--- config.mk ---
export PLATFORM = sky130hd
export DESIGN_NAME = prb_ctrl
export DESIGN_NICKNAME = d
export VERILOG_FILES = /design/src/common/prb_pkg.sv /design/src/rtl/prb_bank_map.sv /design/src/rtl/prb_ctrl.sv
export SDC_FILE = /design/constraint.sdc
export NUM_CORES = 1
export LEC_CHECK = 0
export BUFFER_PORTS_ARGS = -buffer_cell sky130_fd_sc_hd__buf_2
export CORE_ASPECT_RATIO = 1.1
export CORE_MARGIN = 3
export CORE_UTILIZATION = 50
export DETAILED_ROUTE_END_ITERATION = 10
export PLACE_DENSITY_LB_ADDON = 0.08
export REMOVE_ABC_BUFFERS = 1
export SLEW_MARGIN = 20
export SYNTH_ARGS = -nofsm -noshare
export SYNTH_HDL_FRONTEND = slang
export SYNTH_SLANG_ARGS = --single-unit
--- constraint.sdc ---
create_clock -name ref_clk_i -period 8.22 [get_ports ref_clk_i]
set_input_delay 1.233 -clock ref_clk_i [delete_from_list [all_inputs] [get_ports ref_clk_i]]
set_output_delay 1.233 -clock ref_clk_i [all_outputs]
set_load 0.005 [all_outputs]
--- src/common/prb_pkg.sv ---
// ============================================================
// Phrase ROM control: shared constants and carrier types
package prb_pkg;

    // ============================================================
    // Clock and ROM geometry
    localparam int CLK_PERIOD_NS = 10;
    localparam int ROM_AW = 21;
    localparam int CNT_W = 24;
    localparam logic [20:0] CTRL_BASE = 21'h000000;
    localparam logic [20:0] TEST_BASE = 21'h002000;
    localparam logic [20:0] TEST_END = 21'h00205F;
    localparam logic [20:0] WAVE_BASE = 21'h002060;
    localparam logic [20:0] HALF_BASE = 21'h100000;
    localparam int QUARTER_SHIFT = 19;

    // ============================================================
    // Control table entry layout (stride 8 bytes, 7 used)
    localparam logic [2:0] ENTRY_LAST = 3'h6;
    localparam logic [2:0] ENTRY_FLAGS = 3'h0;
    localparam logic [2:0] ENTRY_START_LAST = 3'h3;
    localparam int FLAG_EDIT_BIT = 7;

    // ============================================================
    // Command bytes and fields
    localparam logic [7:0] CMD_PUP_MASK = 8'hFC;
    localparam logic [7:0] CMD_PUP_VAL = 8'h00;
    localparam logic [7:0] CMD_POWER_DOWN_COMMAND = 8'h20;
    localparam logic [7:0] CMD_ANALOG_MODE_COMMAND = 8'h04;
    localparam logic [7:0] CMD_PLAY_MASK = 8'hF3;
    localparam logic [7:0] CMD_PLAY_VAL = 8'h40;
    localparam int PLAY_HI_LSB = 2;
    localparam int ANALOG_MODE_COMMAND_SPEN_BIT = 1;
    localparam logic [1:0] BANKS_ONE = 2'h0;
    localparam logic [1:0] BANKS_TWO = 2'h1;
    localparam logic [1:0] BANK_CNT_RST = 2'h0;

    // ============================================================
    // Edit sequence items (two bytes each)
    localparam logic [1:0] ITEM_PHRASE = 2'h1;
    localparam logic [1:0] ITEM_SILENCE = 2'h2;

    // ============================================================
    // Timing
    localparam int SIL_MIN_MS = 20;
    localparam int SIL_MAX_MS = 1024;
    localparam int SIL_STEP_MS = 4;
    localparam logic [8:0] SIL_BASE_TICKS = 9'(SIL_MIN_MS / SIL_STEP_MS);
    localparam logic [7:0] SIL_MAX_STEPS =
        8'((SIL_MAX_MS - SIL_MIN_MS) / SIL_STEP_MS);
    localparam int SIL_STEP_CYC_DEF = SIL_STEP_MS * 1000000 / CLK_PERIOD_NS;
    localparam int OSC_STAB_US = 500;
    localparam int OSC_STAB_CYC_DEF = OSC_STAB_US * 1000 / CLK_PERIOD_NS;
    localparam int CMD_PROC_NS = 40;
    localparam int CMD_PROC_CYC =
        (CMD_PROC_NS + CLK_PERIOD_NS - 1) / CLK_PERIOD_NS;

    // ============================================================
    // Enumerations
    typedef enum logic [3:0] {
        S_PDOWN, S_OSC, S_IDLE, S_CMD, S_POWER_DOWN_COMMAND, S_FREQ, S_FWAIT,
        S_PLAY, S_SREQ, S_SWAIT, S_SIL
    } prb_state_t;

    typedef enum logic [1:0] {
        FMT_ADPCM4, FMT_NLPCM8, FMT_PCM8, FMT_PCM16
    } prb_fmt_t;

    // ============================================================
    // Carriers
    typedef struct packed {
        logic valid;
        logic [7:0] data;
    } prb_cmd_t;

    typedef struct packed {
        logic rd;
        logic [20:0] addr;
    } prb_rom_req_t;

    typedef struct packed {
        logic start;
        prb_fmt_t format;
        logic [20:0] start_addr;
        logic [20:0] stop_addr;
    } prb_play_t;

endpackage

--- src/rtl/prb_bank_map.sv ---
`timescale 1ns/1ps
// ============================================================
// Bank base address from bank count and select pins
module prb_bank_map
    import prb_pkg::*;
(
    // Clock and reset
    input wire logic ref_clk_i,
    input wire logic sys_rst_i,
    // Configuration and pins
    input wire logic [1:0] bank_cnt_i,
    input wire logic bank_pick_lo_pin_i,
    input wire logic bank_pick_hi_pin_i,
    // Result
    output logic [20:0] base_o
);

    typedef struct packed {
        logic [20:0] base;
    } prb_map_st_t;

    prb_map_st_t r, nx;

    // Pins that the bank count does not use are never looked at
    always_comb begin
        nx = r;
        if (bank_cnt_i == BANKS_ONE) begin
            nx.base = CTRL_BASE;
        end else if (bank_cnt_i == BANKS_TWO) begin
            nx.base = bank_pick_lo_pin_i ? HALF_BASE : CTRL_BASE;
        end else begin
            // Code 11 takes the four-bank path as well
            nx.base = 21'({bank_pick_hi_pin_i, bank_pick_lo_pin_i})
                      << QUARTER_SHIFT;
        end
    end

    // State register
    always_ff @(posedge ref_clk_i or posedge sys_rst_i) begin
        if (sys_rst_i) begin
            r <= '0;
        end else begin
            r <= nx;
        end
    end

    assign base_o = r.base;

    // ============================================================
    // Checks
    a_bank_single: assert property (@(posedge ref_clk_i)
        disable iff (sys_rst_i)
        bank_cnt_i == BANKS_ONE |=> base_o == CTRL_BASE)
        else $error("single bank base not zero");
    a_bank_four: assert property (@(posedge ref_clk_i)
        disable iff (sys_rst_i)
        bank_cnt_i[1] |=> base_o == {$past(bank_pick_hi_pin_i),
        $past(bank_pick_lo_pin_i), 19'h0})
        else $error("four bank base wrong");
    a_bank_two: assert property (@(posedge ref_clk_i)
        disable iff (sys_rst_i)
        bank_cnt_i == BANKS_TWO |=>
        base_o == ($past(bank_pick_lo_pin_i) ? HALF_BASE : CTRL_BASE))
        else $error("two bank base wrong");

endmodule // prb_bank_map

--- src/rtl/prb_ctrl.sv ---
`timescale 1ns/1ps
// How it works
// - Format from stored flags: 4-bit adaptive, nonlinear 8, PCM8, PCM16.
// - ROM regions: table at 0, test 2000h-205Fh, waveforms from 2060h.
// - Table entry gives start, stop and edit flag; 1,024 per bank.
// - Edit phrases chain stored phrases back to back, no step limit.
// - Edit silences last 20 to 1,024 ms in 4 ms steps.
// - Edit area is only read when a phrase flags edit use.
// - Bank base follows select pins per configured bank count.
// - Ten-bit phrase number per bank; four banks give 4096.
// - Two banks: low pin picks lower half or upper from 100000h.
// - Four banks: pins pick quarters at 0, 80000h, 100000h, 180000h.
// - Bank count 00 one, 01 two, 10 four; 11 acts as 10.
// - Power-up byte, six zero bits plus count, leaves power-down.
// - Power-up accepted only in power-down; host sends it only then.
// - Power-down at power-on, reset pin low, or after power-down command.
// - Power-up leaves amplifier off; only analog mode enables it.
// - Power-up turns the regulator output on.
// - Commands during oscillator settling are discarded.
// - Reset pin low forces power-down at once, even while settling.
// - Ready flag low during command work or address fetch.
module prb_ctrl
    import prb_pkg::*;
#(
    parameter int unsigned OSC_STAB_CYC = OSC_STAB_CYC_DEF,
    parameter int unsigned SIL_STEP_CYC = SIL_STEP_CYC_DEF
)
(
    // Clock and reset
    input wire logic ref_clk_i,
    input wire logic sys_rst_i,
    // Device pins
    input wire logic reset_low_pin_n_i,
    input wire logic bank_pick_lo_pin_i,
    input wire logic bank_pick_hi_pin_i,
    // Command port (deframed bytes) and status
    input wire prb_cmd_t cmd_i,
    output logic command_ready_flag_o,
    output logic playback_active_flag_n_o,
    output logic command_busy_pin_n_o,
    // Analog controls
    output logic regulator_en_o,
    output logic amp_en_o,
    // Voice ROM read port
    output prb_rom_req_t rom_req_o,
    input wire logic rom_valid_i,
    input wire logic [7:0] rom_data_i,
    // Sample decoder
    output prb_play_t play_o,
    input wire logic play_done_i
);

    localparam logic [CNT_W-1:0] OSC_LAST = CNT_W'(OSC_STAB_CYC - 1);
    localparam logic [CNT_W-1:0] SIL_LAST = CNT_W'(SIL_STEP_CYC - 1);
    localparam logic [CNT_W-1:0] CMD_LAST = CNT_W'(CMD_PROC_CYC - 1);

    // ============================================================
    // State
    typedef struct packed {
        prb_state_t st;
        logic [CNT_W-1:0] cnt;
        logic [1:0] bank_cnt;
        logic [9:0] phrase;
        logic [2:0] idx;
        logic [7:0] flags;
        logic [23:0] start;
        logic [23:0] stop;
        logic in_seq;
        logic [20:0] seq_ptr;
        logic [7:0] item_hi;
        logic [8:0] sil;
        logic pend_play;
        logic [1:0] play_hi;
        logic pend_analog_mode_command;
        logic amp_en;
        logic reg_en;
        prb_rom_req_t rom;
        prb_play_t play;
    } prb_ctrl_st_t;

    prb_ctrl_st_t r, nx;
    logic [20:0] bank_base;

    // Offset within the current bank, wrapped to the ROM width
    function automatic logic [20:0] rom_add(input logic [20:0] base,
                                            input logic [20:0] off);
        logic [21:0] sum;
        sum = {1'b0, base} + {1'b0, off};
        return sum[20:0];
    endfunction

    function automatic logic is_pup(input logic [7:0] b);
        return (b & CMD_PUP_MASK) == CMD_PUP_VAL;
    endfunction

    // ============================================================
    // Bank base
    prb_bank_map u_bank_map (
        .ref_clk_i(ref_clk_i),
        .sys_rst_i(sys_rst_i),
        .bank_cnt_i(r.bank_cnt),
        .bank_pick_lo_pin_i(bank_pick_lo_pin_i),
        .bank_pick_hi_pin_i(bank_pick_hi_pin_i),
        .base_o(bank_base)
    );

    // ============================================================
    // Next state
    always_comb begin
        logic [23:0] stop_full;
        logic [7:0] steps;
        stop_full = {r.stop[15:0], rom_data_i};
        steps = (rom_data_i > SIL_MAX_STEPS) ? SIL_MAX_STEPS : rom_data_i;
        nx = r;
        nx.rom.rd = 1'b0;
        nx.play.start = 1'b0;
        case (r.st)
            S_PDOWN: begin
                if (cmd_i.valid && is_pup(cmd_i.data)) begin
                    nx.st = S_OSC;
                    nx.cnt = '0;
                    nx.bank_cnt = cmd_i.data[1:0];
                    nx.reg_en = 1'b1;
                    nx.amp_en = 1'b0;
                end
            end
            S_OSC: begin
                // Any byte arriving now is dropped on the floor
                if (r.cnt == OSC_LAST) begin
                    nx.st = S_IDLE;
                end else begin
                    nx.cnt = r.cnt + 24'h1;
                end
            end
            S_IDLE: begin
                if (cmd_i.valid) begin
                    nx.cnt = '0;
                    if (r.pend_play) begin
                        nx.pend_play = 1'b0;
                        nx.phrase = {r.play_hi, cmd_i.data};
                        nx.in_seq = 1'b0;
                        nx.idx = ENTRY_FLAGS;
                        nx.st = S_FREQ;
                    end else if (r.pend_analog_mode_command) begin
                        nx.pend_analog_mode_command = 1'b0;
                        nx.amp_en = cmd_i.data[ANALOG_MODE_COMMAND_SPEN_BIT];
                        nx.st = S_CMD;
                    end else if (cmd_i.data == CMD_POWER_DOWN_COMMAND) begin
                        nx.st = S_POWER_DOWN_COMMAND;
                    end else if ((cmd_i.data & CMD_PLAY_MASK)
                                 == CMD_PLAY_VAL) begin
                        nx.pend_play = 1'b1;
                        nx.play_hi = cmd_i.data[PLAY_HI_LSB +: 2];
                        nx.st = S_CMD;
                    end else if (cmd_i.data == CMD_ANALOG_MODE_COMMAND) begin
                        nx.pend_analog_mode_command = 1'b1;
                        nx.st = S_CMD;
                    end else if (!is_pup(cmd_i.data)) begin
                        nx.st = S_CMD;
                    end
                end
            end
            S_CMD: begin
                if (r.cnt == CMD_LAST) begin
                    nx.st = S_IDLE;
                end else begin
                    nx.cnt = r.cnt + 24'h1;
                end
            end
            S_POWER_DOWN_COMMAND: begin
                // Busy pin rises as the device drops into power-down
                if (r.cnt == CMD_LAST) begin
                    nx = '0;
                    nx.st = S_PDOWN;
                end else begin
                    nx.cnt = r.cnt + 24'h1;
                end
            end
            S_FREQ: begin
                nx.rom.rd = 1'b1;
                nx.rom.addr = rom_add(bank_base,
                                      21'({r.phrase, r.idx}));
                nx.st = S_FWAIT;
            end
            S_FWAIT: begin
                if (rom_valid_i) begin
                    if (r.idx == ENTRY_FLAGS) begin
                        nx.flags = rom_data_i;
                    end else if (r.idx <= ENTRY_START_LAST) begin
                        nx.start = {r.start[15:0], rom_data_i};
                    end else begin
                        nx.stop = stop_full;
                    end
                    if (r.idx != ENTRY_LAST) begin
                        nx.idx = r.idx + 3'h1;
                        nx.st = S_FREQ;
                    end else if (r.flags[FLAG_EDIT_BIT] && !r.in_seq) begin
                        // Nested edit flags inside a chain are not followed
                        nx.in_seq = 1'b1;
                        nx.seq_ptr = rom_add(bank_base, r.start[20:0]);
                        nx.idx = 3'h0;
                        nx.st = S_SREQ;
                    end else if (r.start[20:0] < WAVE_BASE
                                 || stop_full < r.start) begin
                        // Entry points at table or test area, or stop lies before start: skip it
                        nx.idx = 3'h0;
                        nx.st = r.in_seq ? S_SREQ : S_IDLE;
                    end else begin
                        nx.play.start = 1'b1;
                        nx.play.format = prb_fmt_t'(r.flags[1:0]);
                        nx.play.start_addr = rom_add(bank_base,
                                                     r.start[20:0]);
                        nx.play.stop_addr = rom_add(bank_base,
                                                    stop_full[20:0]);
                        nx.st = S_PLAY;
                    end
                end
            end
            S_PLAY: begin
                if (play_done_i) begin
                    nx.idx = 3'h0;
                    nx.st = r.in_seq ? S_SREQ : S_IDLE;
                end
            end
            S_SREQ: begin
                nx.rom.rd = 1'b1;
                nx.rom.addr = r.seq_ptr;
                nx.st = S_SWAIT;
            end
            S_SWAIT: begin
                if (rom_valid_i) begin
                    nx.seq_ptr = r.seq_ptr + 21'h1;
                    if (r.idx == 3'h0) begin
                        nx.item_hi = rom_data_i;
                        nx.idx = 3'h1;
                        nx.st = S_SREQ;
                    end else if (r.item_hi[7:6] == ITEM_PHRASE) begin
                        nx.phrase = {r.item_hi[1:0], rom_data_i};
                        nx.idx = ENTRY_FLAGS;
                        nx.st = S_FREQ;
                    end else if (r.item_hi[7:6] == ITEM_SILENCE) begin
                        nx.sil = SIL_BASE_TICKS + 9'(steps);
                        nx.cnt = '0;
                        nx.st = S_SIL;
                    end else begin
                        nx.in_seq = 1'b0;
                        nx.st = S_IDLE;
                    end
                end
            end
            S_SIL: begin
                // One tick per 4 ms step
                if (r.cnt == SIL_LAST) begin
                    nx.cnt = '0;
                    if (r.sil == 9'h001) begin
                        nx.idx = 3'h0;
                        nx.st = S_SREQ;
                    end else begin
                        nx.sil = r.sil - 9'h001;
                    end
                end else begin
                    nx.cnt = r.cnt + 24'h1;
                end
            end
            default: begin
                nx.st = S_PDOWN;
            end
        endcase
        // Reset pin overrides everything, settling included
        if (!reset_low_pin_n_i) begin
            nx = '0;
            nx.st = S_PDOWN;
        end
    end

    // State register
    always_ff @(posedge ref_clk_i or posedge sys_rst_i) begin
        if (sys_rst_i) begin
            r <= '0;
        end else begin
            r <= nx;
        end
    end

    // ============================================================
    // Outputs
    assign command_ready_flag_o = !(r.st inside {S_OSC, S_CMD, S_POWER_DOWN_COMMAND,
        S_FREQ, S_FWAIT, S_SREQ, S_SWAIT});
    assign playback_active_flag_n_o = (r.st inside {S_PDOWN, S_IDLE});
    assign command_busy_pin_n_o = !(r.st inside {S_OSC, S_CMD, S_POWER_DOWN_COMMAND});
    assign regulator_en_o = r.reg_en;
    assign amp_en_o = r.amp_en;
    assign rom_req_o = r.rom;
    assign play_o = r.play;

    // ============================================================
    // Checks
    a_pup_enters: assert property (@(posedge ref_clk_i)
        disable iff (sys_rst_i)
        (r.st == S_PDOWN && cmd_i.valid && is_pup(cmd_i.data)
         && reset_low_pin_n_i) |=> (r.st == S_OSC && regulator_en_o
         && !amp_en_o))
        else $error("power-up byte did not start settling");
    a_pup_refused: assert property (@(posedge ref_clk_i)
        disable iff (sys_rst_i)
        (r.st == S_IDLE && cmd_i.valid && is_pup(cmd_i.data)
         && !r.pend_play && !r.pend_analog_mode_command && reset_low_pin_n_i)
        |=> r.st == S_IDLE && $stable(r.bank_cnt))
        else $error("power-up accepted outside power-down");
    a_osc_discard: assert property (@(posedge ref_clk_i)
        disable iff (sys_rst_i)
        (r.st == S_OSC && r.cnt != OSC_LAST && reset_low_pin_n_i)
        |=> r.st == S_OSC && $stable(amp_en_o))
        else $error("command acted on during settling");
    a_reset_pin: assert property (@(posedge ref_clk_i)
        disable iff (sys_rst_i)
        !reset_low_pin_n_i |=> r.st == S_PDOWN && !regulator_en_o
        && !amp_en_o)
        else $error("reset pin did not force power-down");
    a_ready_settle: assert property (@(posedge ref_clk_i)
        disable iff (sys_rst_i)
        r.st == S_OSC |-> !command_ready_flag_o)
        else $error("ready high while settling");
    a_ready_fetch: assert property (@(posedge ref_clk_i)
        disable iff (sys_rst_i)
        rom_req_o.rd |-> !command_ready_flag_o)
        else $error("ready high during address fetch");
    a_power_down_command_seq: assert property (@(posedge ref_clk_i)
        disable iff (sys_rst_i || !reset_low_pin_n_i)
        (r.st == S_IDLE && cmd_i.valid && cmd_i.data == CMD_POWER_DOWN_COMMAND
         && !r.pend_play && !r.pend_analog_mode_command)
        |=> (!command_busy_pin_n_o)[*4] ##1
        (r.st == S_PDOWN && command_busy_pin_n_o))
        else $error("power-down sequence wrong");
    a_play_region: assert property (@(posedge ref_clk_i)
        disable iff (sys_rst_i)
        play_o.start |-> r.start[20:0] >= WAVE_BASE)
        else $error("playback started outside voice area");
    a_edit_only: assert property (@(posedge ref_clk_i)
        disable iff (sys_rst_i)
        r.st == S_SREQ |-> r.in_seq)
        else $error("edit area read without edit phrase");
    a_sil_range: assert property (@(posedge ref_clk_i)
        disable iff (sys_rst_i)
        $rose(r.st == S_SIL) |-> r.sil >= SIL_BASE_TICKS
        && r.sil <= 9'h100)
        else $error("silence length out of range");

    c_pup: cover property (@(posedge ref_clk_i) disable iff (sys_rst_i)
        r.st == S_OSC ##1 r.st == S_IDLE);
    c_play: cover property (@(posedge ref_clk_i) disable iff (sys_rst_i)
        play_o.start);
    c_silence: cover property (@(posedge ref_clk_i) disable iff (sys_rst_i)
        r.st == S_SIL);
    c_chain_end: cover property (@(posedge ref_clk_i)
        disable iff (sys_rst_i) $fell(r.in_seq) && r.st == S_IDLE);

endmodule // prb_ctrl

==> metrics <==
status=completed; cts hold-fix bufs=0; first-pass GRT wire length=47900 um; path category of the worst min-delay check=reg -> reg; Peak VDD IR=140 uV; Post-Synth XOR/XNOR Area=0.965%; Synth Area in Compound Gates=23.6%; ant diodes=0; Top cell by count, worst path=buf_4; later-pin clock latency in the skew report=~0.44 ns; vias in the first global route=~8.7k; total grt overflow=0; Starting Density=51.0%; Die Height=around 160 um; port bufs=95; vias per cell=5.99; final period utilization=about 46%; CTS sink count=between 150 and 200; Pre-antenna DRT Iters=7; row cnt=56; Synth Flop Type=dfrtp_1; Pleak=5.27 nW; warning count from the yosys run=0; fillers=about 2.0k; Final min period=3.77 ns; root buffer selected by CTS=clkbuf_16; #FFs+latches synth=roughly 200; clock transition at the registers of the reported paths=approximately 0.08 ns; CP Class=reg -> reg; Post-synth ARST share=100%; share of cells above drive strength 1=12.9%; Vias=9014; post-detail-place hpwl=20700 um; largest net degree at the start of global routing=128; top cell family by delay on the critical path=simple AND/OR/NAND/NOR gates; routability congestion estimate=0.900; count of cell types in the netlist=slightly below 70; io pins=96; Synth Area in Adders=3.56%; post-CTS setup buffers=0; Fmax achieved=0.265 GHz; post-cts sizing count=0; required time of the worst setup path=8.51 ns; CP Cell Sequence=nand4bb_1 -> nor2_1 -> buf_4 -> o21ai_0 -> nand4_1 -> buf_4 -> or2_1 -> o41ai_1; Post-Place Cells=1471; drt wl/cell=roughly 20 um; mux cell area share after synthesis=0.0919%; Post-Syn Area=approximately 0.011 mm2; max_cap viols=0; Detail Route Antenna Nets=0; RSZ-0062 raised after global routing=no; die area=0.0236 mm2; Max FO, Critical Path=30; Post-synth EDFFs=0; final hold vios=0; # DRC=0; core area=~0.021 mm2; CTS tree=built; final setup fails=0; CP max-delay cell=dfrtp_1; Num CTS Buffers=17; WP data arrival=4.06 ns; largest family of logic cells by synthesized area=compound AO/OA/AOI/OAI gates; First DRT Iteration DRCs=859; Power Dens Cells=191 mW/mm2; Worst setup SP type=flip-flop; worst-margin pin slew=0.934 ns; Slew Viols, Final=0; chip width=147 um; drt total wl=29400 um; Synth Area per Inst=8.96 um2; max incr delay on CP=0.94 ns; Max Buffers Root-to-Sink=2; number of antenna violations at the first check in global routing=1; CP Buf/Inv Count=2; setup TNS=0 ns; area grow syn2layout=7.46%; Post-Synthesis Cells=roughly 1.2k; relative slew slack=between 30 and 40%; Seq/Total Area, Yosys=45.0%; final net count=1256; H-tree levels=4; CP endpoint kind=flip-flop; Simple-Gate Fraction of Synth Area=17.6%; Clock Skews=0.0127 ns; post-route insts no fill=1504; Tot GR Track Use=25.0%
==> cells in the mapped netlist, types with 3 or more instances <==
cell / number / share of area [%]
nand3b_1: 7 / 0.48
a22o_1: 64 / 5.1
o41ai_1: 7 / 0.56
or3_1: 5 / 0.29
a21oi_1: 47 / 2.2
a32oi_1: 6 / 0.48
o22ai_1: 3 / 0.17
o21a_1: 5 / 0.34
or4_1: 4 / 0.28
a21o_1: 8 / 0.55
and2_1: 8 / 0.46
nand3_1: 32 / 1.5
a221oi_1: 3 / 0.24
o21ai_0: 134 / 6.2
buf_4: 67 / 4.6
nand4_1: 16 / 0.92
nor2_1: 76 / 2.6
inv_1: 48 / 1.7
nor2b_1: 10 / 0.57
a221o_1: 3 / 0.28
nand2_1: 157 / 5.4
o31ai_1: 29 / 2.0
a31oi_1: 12 / 0.69
a22oi_1: 31 / 2.1
xor2_1: 3 / 0.24
nor4_1: 11 / 0.63
nand2b_1: 10 / 0.57
nor3_1: 27 / 1.2
xnor2_1: 9 / 0.72
o21ai_1: 3 / 0.14
nor4b_1: 3 / 0.24
a41oi_1: 3 / 0.24
clkbuf_1: 65 / 2.2
buf_2: 9 / 0.41
o211ai_1: 3 / 0.21
and4_1: 3 / 0.24
a211o_1: 3 / 0.24
and3_1: 13 / 0.75
dfrtp_1: 196 / 45
a211oi_1: 6 / 0.41
ha_1: 31 / 3.6
==> kinds of logic (layout without fill, tap and decap cells) <==
logic type / count (synthesis) / after routing
muxes: 1 / 1
adders and majority gates: 31 / 31
xor gates and xnor gates: 12 / 12
buffers and inverters: 192 / 190
and+or+nand+nor: 397 / 397
AOI/OAI and AO/OA: 387 / 387
DFF: 196 / 196
==> path summary, 6_finish.rpt <==
path | startpoint | endpoint | slack [ns] | cells after the start
setup / recovery | r[207] | r[201] | 4.45 | 8
hold / removal | amp_en_o | amp_en_o | 0.48 | 1
setup reg to reg | r[207] | r[201] | 4.45 | 8
hold reg to reg | amp_en_o | amp_en_o | 0.48 | 1
max in group asynchronous | sys_rst_i | rom_req_o[3] | 5.73 | 3
min in group asynchronous | sys_rst_i | play_o[4] | 0.97 | 2
==> state kept, by name, indices dropped and copies added (netlist names) <==
signal and count:
regulator_en_o 1, r 125, u_bank_map.base_o 2, rom_req_o 22, amp_en_o 1, play_o 45
==> placed cells by master, fill, tap and decap left out, types with 13 or more instances in the layout <==
master,synthesis,final
and3_1,13,13
o21ai_0,134,134
clkbuf_16,0,17
buf_4,67,13
a21oi_1,47,47
a22o_1,64,64
nand3_1,32,32
inv_1,48,47
nand4_1,16,16
nor2_1,76,75
a22oi_1,31,31
nand2_1,157,157
dfrtp_1,196,196
buf_2,9,95
nor3_1,27,26
ha_1,31,31
o31ai_1,29,29
==> where the power goes <==
part / internal, mW / total, mW / switching, mW
logic: 0.108 / 0.310 / 0.202
clock network: 0.444 / 0.853 / 0.410
registers: 1.00 / 1.07 / 0.0651
==> area by class of cell <==
type / instances / area [um2] / share of cell area [%]
Tap cell: 290 / 363 / 3.10
Sequential cell: 196 / 4900 / 41.9
Inverter: 48 / 188 / 1.60
Clock buffer: 19 / 443 / 3.78
Multi-Input combinational cell: 828 / 5040 / 43.0
Timing Repair Buffer: 110 / 606 / 5.17
Clock inverter: 13 / 165 / 1.41
==> layer usage <==
layer	track usage (%)	up-vias	part of all wire (%)
met5	0	-	0.044
met3	3.05	42	3.2
met4	5.77	2	1.6
met2	43.6	216	51
met1	33.6	4445	44
li1	-	4309	-
==> worst reg2reg max path, stage by stage, from the launching register on <==
cell	delay [ns]
dfrtp_1	0.94
nand4bb_1	0.58
nor2_1	0.23
buf_4	0.34
o21ai_0	0.24
nand4_1	0.12
buf_4	0.27
or2_1	0.74
o41ai_1	0.17
==> metrics by stage <==
step | hold slack (ns) | power [mW] | util, % | worst slack (ns) | cell area [um2]
6_report | 0.478 | 2.23 | 54.8 | 4.45 | 11700
5_1_grt | 0.511 | 2.34 | 54.8 | 4.13 | 11700
4_1_cts | 0.485 | 2.25 | 54.7 | 4.52 | 11700
3_5_place_dp | 0.466 | 1.39 | 51.9 | 4.06 | 11100
3_3_place_gp | 0.461 | 1.39 | 51.7 | 4.17 | 11100
2_1_floorplan | 0.449 | 1.27 | - | 1.65 | 10100
(Power assumes the default switching activity.)
